==> config.mk <==
export PLATFORM = sky130hd
export DESIGN_NAME = fast_ethernet_rx_pcs
export DESIGN_NICKNAME = d
export VERILOG_FILES = /design/src/shared/fast_ethernet_rx_pkg.sv /design/src/verilog/fast_ethernet_rx_pcs.sv
export VERILOG_INCLUDE_DIRS = /design/src /design/src/shared
export SDC_FILE = /design/constraint.sdc
export NUM_CORES = 1
export LEC_CHECK = 0
export BUFFER_PORTS_ARGS = -buffer_cell sky130_fd_sc_hd__buf_4
export CAP_MARGIN = 20
export CORE_UTILIZATION = 55
export CTS_CLUSTER_DIAMETER = 60
export CTS_CLUSTER_SIZE = 24
export DETAILED_ROUTE_END_ITERATION = 7
export GPL_TIMING_DRIVEN = 0
export MAX_ROUTING_LAYER = met4
export PLACE_DENSITY = 0.81
export SYNTH_ARGS = -nofsm -noshare
export SYNTH_HDL_FRONTEND = slang
export SYNTH_SLANG_ARGS = --single-unit
==> constraint.sdc <==
create_clock -name i_clock -period 3.05 [get_ports i_clock]
set_input_delay 0.305 -clock i_clock [delete_from_list [all_inputs] [get_ports i_clock]]
set_output_delay 0.305 -clock i_clock [all_outputs]
set_load 0.02 [all_outputs]
==> src/shared/fast_ethernet_rx_regs.svh <==
`ifndef FAST_ETHERNET_RX_REGS_SVH
`define FAST_ETHERNET_RX_REGS_SVH
// ****************************************************************
// register map (index = word, byte address = index * 4)
// ****************************************************************
`define STAT_REG_INDEX 6'd30
`define CFG_REG_INDEX 6'd31
`define CFG_DESCR_BYPASS_BIT 0
`define CFG_DECODE_EN_BIT 6
`define CFG_RESET 32'h0000_0040
// ****************************************************************
// code-groups and fixed nibbles
// ****************************************************************
`define CG_IDLE 5'h1f
`define CG_J 5'h18
`define CG_K 5'h11
`define CG_T 5'h0d
`define CG_R 5'h07
`define NIB_PREAMBLE 4'h5
`define NIB_BAD_SSD 4'he
// ****************************************************************
// timing
// ****************************************************************
`define CLOCK_PERIOD_NS 4
`define IDLE_WINDOW_NS 40000
`define IDLE_RUN_BITS 4'd10
`define LOCK_MATCH_BITS 6'd40
`define MII_DIV 4'd10
`define MII_FALL 4'd5
`define RMII_DIV 3'd5
`define RMII_FALL 3'd3
`define NUM_PHASES 4
`endif

==> src/shared/fast_ethernet_rx_pkg.sv <==
package fast_ethernet_rx_pkg;
    typedef enum logic [3:0] {
        ST_HUNT = 4'b0001,
        ST_SSD = 4'b0010,
        ST_FRAME = 4'b0100,
        ST_END = 4'b1000
    } rx_state_t;
    typedef logic [1:0] mlt3_level_t;
endpackage

==> src/verilog/fast_ethernet_rx_pcs.sv <==
// Our own choices: the Avalon-MM interface to the registers and the placing of the registers.
`timescale 1ns/1ps
`include "fast_ethernet_rx_regs.svh"
// Function
// - pick best sampling phase as recovered clock
// - turn three-level line values into NRZI
// - MLT-3 level change means one
// - descramble and deserialise the stream
// - sync key on idles, then hold it
// - no idles in window: abort, resync
// - config bit 0 bypasses the descrambler
// - align code-groups on J K, keep
// - control code-group encodings, invalid raises error
// - translate groups, J K give 0101 twice
// - data-valid rises with first preamble nibble
// - T R or two idles end frame
// - link fail or no signal drops data-valid
// - config bit 6 clear bypasses decoder
// - decoder bypass only in MII mode
// - unexpected group in frame raises error
// - bad start pair: error, 1110, no valid
// - MII nibbles launched on falling edge
// - MII clock recovered, else free-running
// - RMII pairs launched on falling edge
module fast_ethernet_rx_pcs
    import fast_ethernet_rx_pkg::*;
#(
    parameter int IDLE_WINDOW_CYCLES = `IDLE_WINDOW_NS / `CLOCK_PERIOD_NS
) (
    input wire logic i_clock,
    input wire logic i_reset_n,
    input wire logic [7:0] i_avs_address,
    input wire logic i_avs_read,
    input wire logic i_avs_write,
    input wire logic [31:0] i_avs_writedata,
    output logic [31:0] o_avs_readdata,
    output logic o_avs_waitrequest,
    input wire logic i_rmii_strap,
    input wire logic i_bit_strobe,
    input wire logic [2*`NUM_PHASES-1:0] i_phase_level,
    input wire logic [4*`NUM_PHASES-1:0] i_phase_quality,
    input wire logic i_signal_present,
    input wire logic i_link_fail,
    output logic o_rx_clk,
    output logic o_ref_clk,
    output logic [3:0] o_rxd,
    output logic o_rx_dv,
    output logic o_rx_er,
    output logic o_crs
);
    // ****************************************************************
    // register bus
    // ****************************************************************
    logic ack_r;
    logic [31:0] cfg_r;
    logic rmii_mode_r;
    logic strap_done_r;
    logic locked_r;
    rx_state_t state_r;
    logic access;
    logic hit_cfg;
    logic hit_stat;
    logic descr_bypass;
    logic dec_bypass;

    assign access = i_avs_read | i_avs_write;
    assign o_avs_waitrequest = access & ~ack_r;
    assign hit_cfg = (i_avs_address[7:2] == `CFG_REG_INDEX) && (i_avs_address[1:0] == 2'h0);
    assign hit_stat = (i_avs_address[7:2] == `STAT_REG_INDEX) && (i_avs_address[1:0] == 2'h0);
    assign descr_bypass = cfg_r[`CFG_DESCR_BYPASS_BIT];
    assign dec_bypass = ~cfg_r[`CFG_DECODE_EN_BIT] & ~rmii_mode_r;

    always_ff @(posedge i_clock or negedge i_reset_n) begin
        if (!i_reset_n) begin
            ack_r <= 1'b0;
            o_avs_readdata <= 32'h0;
        end else begin
            ack_r <= access & ~ack_r;
            if (i_avs_read && !ack_r) begin
                if (hit_cfg) begin
                    o_avs_readdata <= cfg_r;
                end else if (hit_stat) begin
                    o_avs_readdata <= {24'h0, locked_r, rmii_mode_r, 2'h0, state_r};
                end else begin
                    o_avs_readdata <= 32'h0;
                end
            end
        end
    end

    always_ff @(posedge i_clock or negedge i_reset_n) begin
        if (!i_reset_n) begin
            cfg_r <= `CFG_RESET;
        end else if (i_avs_write && ack_r && hit_cfg) begin
            cfg_r <= i_avs_writedata & 32'h0000_0041;
        end
    end

    // strap is caught after reset release, not by the reset itself
    always_ff @(posedge i_clock or negedge i_reset_n) begin
        if (!i_reset_n) begin
            strap_done_r <= 1'b0;
            rmii_mode_r <= 1'b0;
        end else if (!strap_done_r) begin
            strap_done_r <= 1'b1;
            rmii_mode_r <= i_rmii_strap;
        end
    end

    // ****************************************************************
    // phase selection and line decoding
    // ****************************************************************
    mlt3_level_t lvl [`NUM_PHASES];
    logic [3:0] qual [`NUM_PHASES];
    logic [1:0] best;
    logic [1:0] sel_r;
    mlt3_level_t lvl_prev_r;
    logic nrzi_lvl_r;
    logic nrzi_old_r;
    logic s1_vld_r;
    logic nrzi_bit;

    genvar gp;
    generate
        for (gp = 0; gp < `NUM_PHASES; gp++) begin : g_phase
            assign lvl[gp] = i_phase_level[2*gp +: 2];
            assign qual[gp] = i_phase_quality[4*gp +: 4];
        end
    endgenerate

    always_comb begin
        best = 2'h0;
        for (int p = 1; p < `NUM_PHASES; p++) begin
            if (qual[p] > qual[best]) begin
                best = 2'(p);
            end
        end
    end

    always_ff @(posedge i_clock or negedge i_reset_n) begin
        if (!i_reset_n) begin
            sel_r <= 2'h0;
            lvl_prev_r <= 2'h0;
            nrzi_lvl_r <= 1'b0;
            nrzi_old_r <= 1'b0;
            s1_vld_r <= 1'b0;
        end else begin
            s1_vld_r <= i_bit_strobe;
            if (i_bit_strobe) begin
                sel_r <= best;
                lvl_prev_r <= lvl[sel_r];
                nrzi_lvl_r <= (lvl[sel_r] != lvl_prev_r);
                nrzi_old_r <= nrzi_lvl_r;
            end
        end
    end
    assign nrzi_bit = nrzi_lvl_r ^ nrzi_old_r;

    // ****************************************************************
    // descrambler and idle window
    // ****************************************************************
    logic [10:0] key_r;
    logic [5:0] match_cnt_r;
    logic [3:0] ones_cnt_r;
    logic [13:0] win_cnt_r;
    logic key_pred;
    logic plain;
    logic plain_vld;
    logic timeout;

    assign key_pred = key_r[10] ^ key_r[8];
    assign plain = descr_bypass ? nrzi_bit : (nrzi_bit ^ key_pred);
    assign plain_vld = s1_vld_r & (locked_r | descr_bypass);
    assign timeout = locked_r && (win_cnt_r == 14'(IDLE_WINDOW_CYCLES - 1));

    always_ff @(posedge i_clock or negedge i_reset_n) begin
        if (!i_reset_n) begin
            key_r <= 11'h0;
            match_cnt_r <= 6'h0;
            locked_r <= 1'b0;
        end else if (timeout) begin
            locked_r <= 1'b0;
            match_cnt_r <= 6'h0;
        end else if (s1_vld_r && !descr_bypass) begin
            // hunting on bypassed idles would lock onto an all-zero key
            if (locked_r) begin
                key_r <= {key_r[9:0], key_pred};
            end else begin
                key_r <= {key_r[9:0], ~nrzi_bit};
                if (~nrzi_bit == key_pred) begin
                    match_cnt_r <= match_cnt_r + 6'h1;
                    locked_r <= (match_cnt_r == `LOCK_MATCH_BITS);
                end else begin
                    match_cnt_r <= 6'h0;
                end
            end
        end
    end

    // the window restarts on every run of ten idle ones
    always_ff @(posedge i_clock or negedge i_reset_n) begin
        if (!i_reset_n) begin
            ones_cnt_r <= 4'h0;
            win_cnt_r <= 14'h0;
        end else begin
            if (plain_vld) begin
                ones_cnt_r <= plain ? ones_cnt_r + {3'h0, ones_cnt_r != `IDLE_RUN_BITS} : 4'h0;
            end
            if (!locked_r || timeout || ones_cnt_r == `IDLE_RUN_BITS) begin
                win_cnt_r <= 14'h0;
            end else begin
                win_cnt_r <= win_cnt_r + 14'h1;
            end
        end
    end

    // ****************************************************************
    // alignment and 5b/4b decoding
    // ****************************************************************
    function automatic logic [4:0] decode_cg(input logic [4:0] cg);
        case (cg)
            5'h1e: decode_cg = 5'h10;
            5'h09: decode_cg = 5'h11;
            5'h14: decode_cg = 5'h12;
            5'h15: decode_cg = 5'h13;
            5'h0a: decode_cg = 5'h14;
            5'h0b: decode_cg = 5'h15;
            5'h0e: decode_cg = 5'h16;
            5'h0f: decode_cg = 5'h17;
            5'h12: decode_cg = 5'h18;
            5'h13: decode_cg = 5'h19;
            5'h16: decode_cg = 5'h1a;
            5'h17: decode_cg = 5'h1b;
            5'h1a: decode_cg = 5'h1c;
            5'h1b: decode_cg = 5'h1d;
            5'h1c: decode_cg = 5'h1e;
            5'h1d: decode_cg = 5'h1f;
            default: decode_cg = 5'h00;
        endcase
    endfunction

    logic [9:0] win_r;
    logic [9:0] win_nxt;
    logic [2:0] bit_cnt_r;
    logic grp;
    logic [4:0] cg;
    logic [4:0] dec;
    logic [3:0] held_nib_r;
    logic held_er_r;
    logic held_b4_r;
    logic prev_idle_r;
    logic [3:0] nib_r;
    logic er_r;
    logic dv_r;
    logic crs_r;
    logic abort;

    assign win_nxt = {win_r[8:0], plain};
    assign grp = plain_vld && (bit_cnt_r == 3'h4);
    assign cg = win_nxt[4:0];
    assign dec = decode_cg(cg);
    assign abort = ~i_signal_present | i_link_fail | timeout;

    always_ff @(posedge i_clock or negedge i_reset_n) begin
        if (!i_reset_n) begin
            win_r <= 10'h0;
            bit_cnt_r <= 3'h0;
        end else if (plain_vld) begin
            win_r <= win_nxt;
            if (state_r == ST_HUNT || bit_cnt_r == 3'h4) begin
                bit_cnt_r <= 3'h0;
            end else begin
                bit_cnt_r <= bit_cnt_r + 3'h1;
            end
        end
    end

    always_ff @(posedge i_clock or negedge i_reset_n) begin
        if (!i_reset_n) begin
            state_r <= ST_HUNT;
            held_nib_r <= 4'h0;
            held_er_r <= 1'b0;
            held_b4_r <= 1'b0;
            prev_idle_r <= 1'b0;
            nib_r <= 4'h0;
            er_r <= 1'b0;
            dv_r <= 1'b0;
            crs_r <= 1'b0;
        end else if (abort) begin
            state_r <= ST_HUNT;
            dv_r <= 1'b0;
            crs_r <= 1'b0;
            er_r <= 1'b0;
        end else begin
            case (state_r)
                ST_HUNT: begin
                    // a bad start flag stands until idles return, so it reaches the pins
                    if (plain_vld && win_nxt == {`CG_IDLE, `CG_IDLE}) begin
                        er_r <= 1'b0;
                    end
                    if (plain_vld && win_nxt == {`CG_IDLE, `CG_J}) begin
                        state_r <= ST_SSD;
                    end
                end
                ST_SSD: begin
                    if (grp && cg == `CG_K) begin
                        state_r <= ST_FRAME;
                        nib_r <= `NIB_PREAMBLE;
                        held_nib_r <= `NIB_PREAMBLE;
                        held_er_r <= 1'b0;
                        held_b4_r <= 1'b1;
                        er_r <= 1'b0;
                        dv_r <= 1'b1;
                        crs_r <= 1'b1;
                        prev_idle_r <= 1'b0;
                    end else if (grp) begin
                        state_r <= ST_HUNT;
                        nib_r <= `NIB_BAD_SSD;
                        er_r <= 1'b1;
                    end
                end
                ST_FRAME: begin
                    if (grp) begin
                        nib_r <= held_nib_r;
                        er_r <= dec_bypass ? held_b4_r : held_er_r;
                        prev_idle_r <= (cg == `CG_IDLE);
                        held_b4_r <= cg[4];
                        if (cg == `CG_IDLE && prev_idle_r) begin
                            state_r <= ST_HUNT;
                            dv_r <= 1'b0;
                            crs_r <= 1'b0;
                            er_r <= 1'b0;
                        end else if (cg == `CG_T) begin
                            state_r <= ST_END;
                        end else if (dec_bypass) begin
                            held_nib_r <= cg[3:0];
                        end else begin
                            held_nib_r <= dec[3:0];
                            held_er_r <= ~dec[4];
                        end
                    end
                end
                ST_END: begin
                    if (grp && cg == `CG_R) begin
                        state_r <= ST_HUNT;
                        dv_r <= 1'b0;
                        crs_r <= 1'b0;
                        er_r <= 1'b0;
                    end else if (grp) begin
                        state_r <= ST_FRAME;
                        er_r <= 1'b1;
                        held_er_r <= 1'b1;
                    end
                end
                default: begin
                    state_r <= ST_HUNT;
                end
            endcase
        end
    end

    // ****************************************************************
    // MII / RMII launch
    // ****************************************************************
    logic [3:0] mii_cnt_r;
    logic [2:0] ref_cnt_r;
    logic half_r;
    logic [3:0] rmii_nib_r;

    // the MII clock follows code-group boundaries only while a signal is present and state_r is not ST_HUNT
    always_ff @(posedge i_clock or negedge i_reset_n) begin
        if (!i_reset_n) begin
            mii_cnt_r <= 4'h0;
            ref_cnt_r <= 3'h0;
            o_rx_clk <= 1'b0;
            o_ref_clk <= 1'b0;
        end else begin
            if (i_signal_present && grp && state_r != ST_HUNT) begin
                mii_cnt_r <= 4'h0;
            end else begin
                mii_cnt_r <= (mii_cnt_r == `MII_DIV - 4'h1) ? 4'h0 : mii_cnt_r + 4'h1;
            end
            ref_cnt_r <= (ref_cnt_r == `RMII_DIV - 3'h1) ? 3'h0 : ref_cnt_r + 3'h1;
            o_rx_clk <= ~rmii_mode_r && (mii_cnt_r < `MII_FALL - 4'h1 || mii_cnt_r == `MII_DIV - 4'h1);
            o_ref_clk <= rmii_mode_r && (ref_cnt_r < `RMII_FALL - 3'h1 || ref_cnt_r == `RMII_DIV - 3'h1);
        end
    end

    always_ff @(posedge i_clock or negedge i_reset_n) begin
        if (!i_reset_n) begin
            o_rxd <= 4'h0;
            o_rx_dv <= 1'b0;
            o_rx_er <= 1'b0;
            o_crs <= 1'b0;
            half_r <= 1'b0;
            rmii_nib_r <= 4'h0;
        end else if (!rmii_mode_r) begin
            if (mii_cnt_r == `MII_FALL - 4'h1) begin
                o_rxd <= nib_r;
                o_rx_dv <= dv_r;
                o_rx_er <= er_r;
                o_crs <= crs_r;
            end
        end else if (ref_cnt_r == `RMII_FALL - 3'h1) begin
            half_r <= ~half_r;
            if (!half_r) begin
                // status moves only with a low pair, so the mac sees whole nibbles
                o_rx_dv <= dv_r | crs_r;
                o_rx_er <= er_r;
                o_crs <= crs_r;
                rmii_nib_r <= nib_r;
                o_rxd <= {2'h0, nib_r[1:0]};
            end else begin
                o_rxd <= {2'h0, rmii_nib_r[3:2]};
            end
        end
    end
endmodule // fast_ethernet_rx_pcs
# ---- Yosys cells after proc, flatten, opt, wreduce, memory -nomap -nowiden
# Memories as Yosys holds them, arrays and structs flattened.
# Index checks and enable logic that the tools add are counted.
dict set report totals {
  reg_bits 129
  romBits 160
  input_bits 72
  output_inout_bits 42
  elab_cells 249
  n_memories 1
}
dict set report op_classes {
  addsub 6
  order_cmp 8
  n_eq_ne 44
  muxes 89
  bitwise 22
  n_reduce_logical 45
}
# memory words width rd rd_ports_with_merged_regs wr line_no
set mem_list {}
lappend mem_list {{(name not given)} 32 5 1 0 0 fast_ethernet_rx_pcs.sv:221} ;# case (cg)
# operator count
set op_table {}
lappend op_table {{$mux W4} 27}
lappend op_table {{$mux W1} 37}
lappend op_table {{$mux W32} 1}
lappend op_table {{$mux W6} 4}
lappend op_table {{$eq A10 B10 Y1 const B} 2}
lappend op_table {{$logic_and A1 B1 Y1} 17}
lappend op_table {{$bmux W4 S2} 2}
lappend op_table {{$ne A2 B2 Y1 const B} 8}
lappend op_table {{$ne A4 B4 Y1 const B} 4}
lappend op_table {{$pmux W4 S2} 2}
lappend op_table {{$pmux W4 S4} 1}
lappend op_table {{$ne A3 B3 Y1 const B} 5}
lappend op_table {{$add A14 B1 Y14 const B} 1}
lappend op_table {{$eq A14 B14 Y1 const B} 1}
lappend op_table {{$mux W14} 1}
lappend op_table {{$eq A4 B4 Y1 const B} 3}
lappend op_table {{$eq A6 B5 Y1 const B} 2}
lappend op_table {{$gt A4 B4 Y1} 3}
lappend op_table {{$eq A5 B5 Y1 const B} 2}
lappend op_table {{$mux W2} 5}
lappend op_table {{$reduce_and A5 Y1} 2}
lappend op_table {{$ge A3 B3 Y1 const B} 3}
lappend op_table {{$not A1 Y1} 9}
lappend op_table {{$not A2 Y3} 3}
lappend op_table {{40 further kinds} 69}

# ---- Depth between registers and ports, before layout
dict set report logic_depth {
  ltp_word 14
  ltp_mapped 24
  depth_no_buf 23
}

# ---- Worst setup path before layout
# Ideal clock, no wire load.
dict set report synth_timing {
  path_kind {input to register}
  start {input i_phase_quality[1]}
  end {register sel_r[1]}
  setup_ps 142
  arrival_ps 3663
  required_ps 2908
  slack_ps -755
  cell_stages 24
  n_path_buf 1
  path_cell_list {inv_1 -> ha_1 -> nor2b_1 -> o21ai_0 -> nand2b_1 -> a21oi_1 -> a41o_1 -> mux2i_1 -> ha_1 -> nor2b_1 -> o21ai_0 -> nand2b_1 -> a21oi_1 -> a41o_1 -> clkbuf_1 -> nor2_1 -> a21o_1 -> ha_1 -> nor2b_1 -> o21ai_0 -> nand2b_1 -> a21oi_1 -> a41o_1 -> a31oi_1}
}
dict set report synth_between {
  elab_chain_len 14
}
# item line_no
set synth_rtl {}
lappend synth_rtl {{from (decl)} fast_ethernet_rx_pcs.sv:41} ;# input wire logic [4*`NUM_PHASES-1:0] i_phase_quality,
lappend synth_rtl {{$gt A4 B4 Y1} fast_ethernet_rx_pcs.sv:134} ;# if (qual[p] > qual[best]) begin
lappend synth_rtl {{$mux W1} fast_ethernet_rx_pcs.sv:134}
lappend synth_rtl {{$not A2 Y3 (not written as such)} fast_ethernet_rx_pcs.sv:134}
lappend synth_rtl {{$bmux W4 S2} fast_ethernet_rx_pcs.sv:134}
lappend synth_rtl {{$mux W4 (not written as such) (2 in a row)} fast_ethernet_rx_pcs.sv:134}
lappend synth_rtl {{$gt A4 B4 Y1} fast_ethernet_rx_pcs.sv:134}
lappend synth_rtl {{$mux W2} fast_ethernet_rx_pcs.sv:134}
lappend synth_rtl {{$not A2 Y3 (not written as such)} fast_ethernet_rx_pcs.sv:134}
lappend synth_rtl {{$bmux W4 S2} fast_ethernet_rx_pcs.sv:134}
lappend synth_rtl {{$mux W4 (not written as such) (2 in a row)} fast_ethernet_rx_pcs.sv:134}
lappend synth_rtl {{$gt A4 B4 Y1} fast_ethernet_rx_pcs.sv:134}
lappend synth_rtl {{$mux W2 *} fast_ethernet_rx_pcs.sv:134}
lappend synth_rtl {{to (signal assigned)} fast_ethernet_rx_pcs.sv:150} ;# sel_r <= best;
lappend synth_rtl {{to (decl)} fast_ethernet_rx_pcs.sv:116} ;# logic [1:0] sel_r;
# Mark *: on every way between the ends. The rest lies on a longest branch, timed or not. The select of a mux whose other input is x is not followed.
# A chain may end at the register's enable or synchronous reset.

# ---- Worst setup path in the final report
dict set report layout_timing {
  start {input i_phase_quality[5]}
  end {register sel_r[0]}
}
# The elaborated chain is that of the path after synthesis.

==> flow_summary.ini <==
[floorplan]
num_rows = 36
die-area_sq_um = 10700
boundaryPins = 114
start_util = 0.571
core_area_sq_um = 9860
die_w_microns = 103
die_y_microns = 103

[critical_path]
end_kind = flip-flop
crit_buf_inv = 2
start_kind = primary input
critPathKind = in2reg
critPathMaxFanout = 5
required_ns = 3.35
path_cells = buf_8 > ha_4 > nor2b_4 > o21ai_1 > nand2b_1 > a21oi_2 > a41o_2 > mux2i_4 > ha_4 > nor2b_4 > o21ai_1 > nand2b_1 > a21oi_2 > a41o_1 > clkbuf_8 > nor2_4 > a21o_1 > ha_4 > nor2b_4 > o21ai_1 > nand2b_1 > a21oi_2 > a41o_1 > a31oi_1
r2r_slack_ns = 0.25
crit_arrival_ns = 3.82
slowest_delay_ns = 0.29
slowest_stage = mux2i_4
crit_family = compound AO/OA/AOI/OAI gates

[pwr]
fin_total_pwr_uw = 3730
comb_power_share = 0.332
powerDensity_nw_per_um2 = 550
switchingPower_uw = 1290
swShare = 0.347
p_leak_uw = 0.00311
p_int_uw = 2440
clock_power_share = 0.215
irDropWorstVdd_mv = 0.541
seqPwrFrac = 0.453

[timing]
period_share = 1.15
relSlewSlack = 0.414
rsz0062_at_grt = true
slew_violations = 0
timing.final.crit_period_ns = 3.52
final-hold-violation-count = 0
fmax_mhz = 284
setup_viol = 2
clock_skew_ns = 0.00929
setup_slack_ns = -0.467
tightest_slew_ns = 0.873

[global_routing]
grt_pass1_wl_microns = 19400
first_global_vias = 4383
grt_use_total = 0.243
grt_max_degree = 63
grt_antenna_before_repair = 0
grt-ovfl-total = 0

[synthesis]
synth.avg_cell_area_sq_um = 9.97
synth_warnings = 0
ys_async_sr_fraction = 1.00
syn-cell-area_sq_um = 5630
syn_inst = 565
synth_edf_count = 0
synth_ff_type = dfrtp_1
yosysSeqAreaShare = 0.449
ys_ff_latch = 101
yosys.cell_types.count = 64

[routing]
postRouteAntennaNets = 0
drc = 0
drtIter0Drc = 177
drt-total-wl_microns = 11600
dr.pass1.iters = 5
viasPerCell = 5.42
routedWlPerCell_microns = 14.3
vias = 4368

[cells_and_area]
drive_above_1_share = 0.272
diodes = 0
syn2layout_area_growth_pct = 20.3
final_cell_mix = 99 x dfrtp_1, 91 x buf_4, 71 x nor2_1
fin_nets = 766
utilization = 0.687
final_common_cell = dfrtp_1

[outcome]
violations = negative setup slack
status = finished, violations left

[clock_tree]
htree_levels = 3
clkSinkCount = 101
clock_latency_ns = 0.38
cts_tree = done
cts.path.max_buffers = 2
cts_buffers = 9
clockRootBuffer = clkbuf_8
cts.clk_slew.worst_paths_ns = 0.09

[run]
drv_cap = 0

[place]
gp_congestion = 0.934
dp_hpwl_microns = 8220
port_buffers = 57

[hold_path]
hold_path.class = in2reg
[worst register-to-register path, delay by kind of cell (launching register included)]
kind | cells | cell delay, ns
buffers and inverters | 3 | 0.43
flip-flops | 1 | 0.45
AND/OR/NAND/NOR | 4 | 1.46
multiplexers | 1 | 0.35
[layer usage]
| metal | vias to the layer above | part of all wire | track usage |
|---|---|---|---|
| met5 | - | 0 | - |
| met4 | 0 | 0.023 | 0.0867 |
| met3 | 32 | 0.046 | 0.0578 |
| met2 | 108 | 0.51 | 0.418 |
| met1 | 2101 | 0.42 | 0.278 |
| li1 | 2127 | - | - |
[cell families (layout without fill, tap and decap cells)]
logic type / count (synthesis) / count (layout) / synth area share
multiplexers: 48 / 48 / 0.100
buffers and inverters: 71 / 154 / 0.0666
AND/OR/NAND/NOR: 188 / 188 / 0.164
AO/OA/AOI/OAI: 107 / 107 / 0.125
adder cells (fa/ha/maj): 25 / 25 / 0.0555
flip-flops: 101 / 101 / 0.449
other: 2 / 27 / 0.00133
XOR/XNOR: 23 / 23 / 0.0384
[power groups by stage]
stage          clock, uW  combinational (uW)  sequential (uW)
4_1_cts              819                1200             1690
2_1_floorplan          0                 837             1700
3_5_place_dp           0                1160             1720
6_report             803                1240             1690
5_1_grt              871                1400             1720
3_3_place_gp           0                1100             1700
[synthesized netlist by cell type, types with 5 or more instances]
library cell,count,area [sq um]
xor2_1,8,70.1
xnor2_1,13,114
nand4_1,6,37.5
buf_4,28,210
nand2_1,37,139
a31oi_1,7,43.8
nand3b_1,6,45.0
clkbuf_1,13,48.8
o21ai_0,40,200
a21oi_1,20,100
dfrtp_1,99,2480
nand3_1,12,60.1
nand2b_1,10,62.6
inv_1,25,93.8
mux2i_1,12,120
a21o_1,5,37.5
ha_1,25,313
nor2_1,72,270
nor2b_1,7,43.8
nor3_1,10,50.1
mux2_2,30,338
[path summary, 6_finish.rpt]
check	to	startpoint	depth (start not counted)
max	sel_r[0]	i_phase_quality[5]	24
min	s1_vld_r	i_bit_strobe	1
max reg2reg	key_r[3]	win_cnt_r[6]	8
min reg2reg	win_cnt_r[0]	win_cnt_r[0]	1
max in group asynchronous	cfg_r[6]	i_reset_n	3
min in group asynchronous	er_r	i_reset_n	2
[layout make-up]
class	instances	area, sq um
fill	750	3090
multi-input combinational	418	2960
sequential	101	2530
timing repair buffer	68	546
buffer	45	288
tap	133	166
clock buffer	12	165
inverter	26	103
clock inverter	3	20.0
[timing repair]
action,4_1_cts,5_1_grt
hold buffers,1,0
resized for setup,9,19
buffers inserted,6,2
pin swaps,11,12
gates cloned,0,0
endpoints found under the hold margin,39,0
endpoints found under the setup margin,2,2
[flip-flops by register name, indices dropped and copies added (netlist names), 2 cells and up]
register,flops
held_nib_r,4
match_cnt_r,6
rmii_nib_r,2
bit_cnt_r,3
key_r,11
win_r,9
o_rxd,4
o_avs_readdata,6
state_r,4
cfg_r,2
ref_cnt_r,3
win_cnt_r,14
mii_cnt_r,4
ones_cnt_r,4
lvl_prev_r,2
nib_r,4
sel_r,2
[per-stage QoR]
stage	instances	instance area [sq um]	hold slack [ns]	worst slack [ns]	TNS, ns
after floorplan	590	5760	0.00941	-0.463	-0.924
after global placement	780	6350	0.426	-0.851	-1.70
after detailed placement	781	6380	0.318	-1.02	-2.03
after CTS	803	6660	0.0295	-0.340	-0.675
after global routing	806	6780	0.0192	-0.679	-1.34
final	806	6780	0.0357	-0.467	-0.929
(Power assumes the default switching activity.)
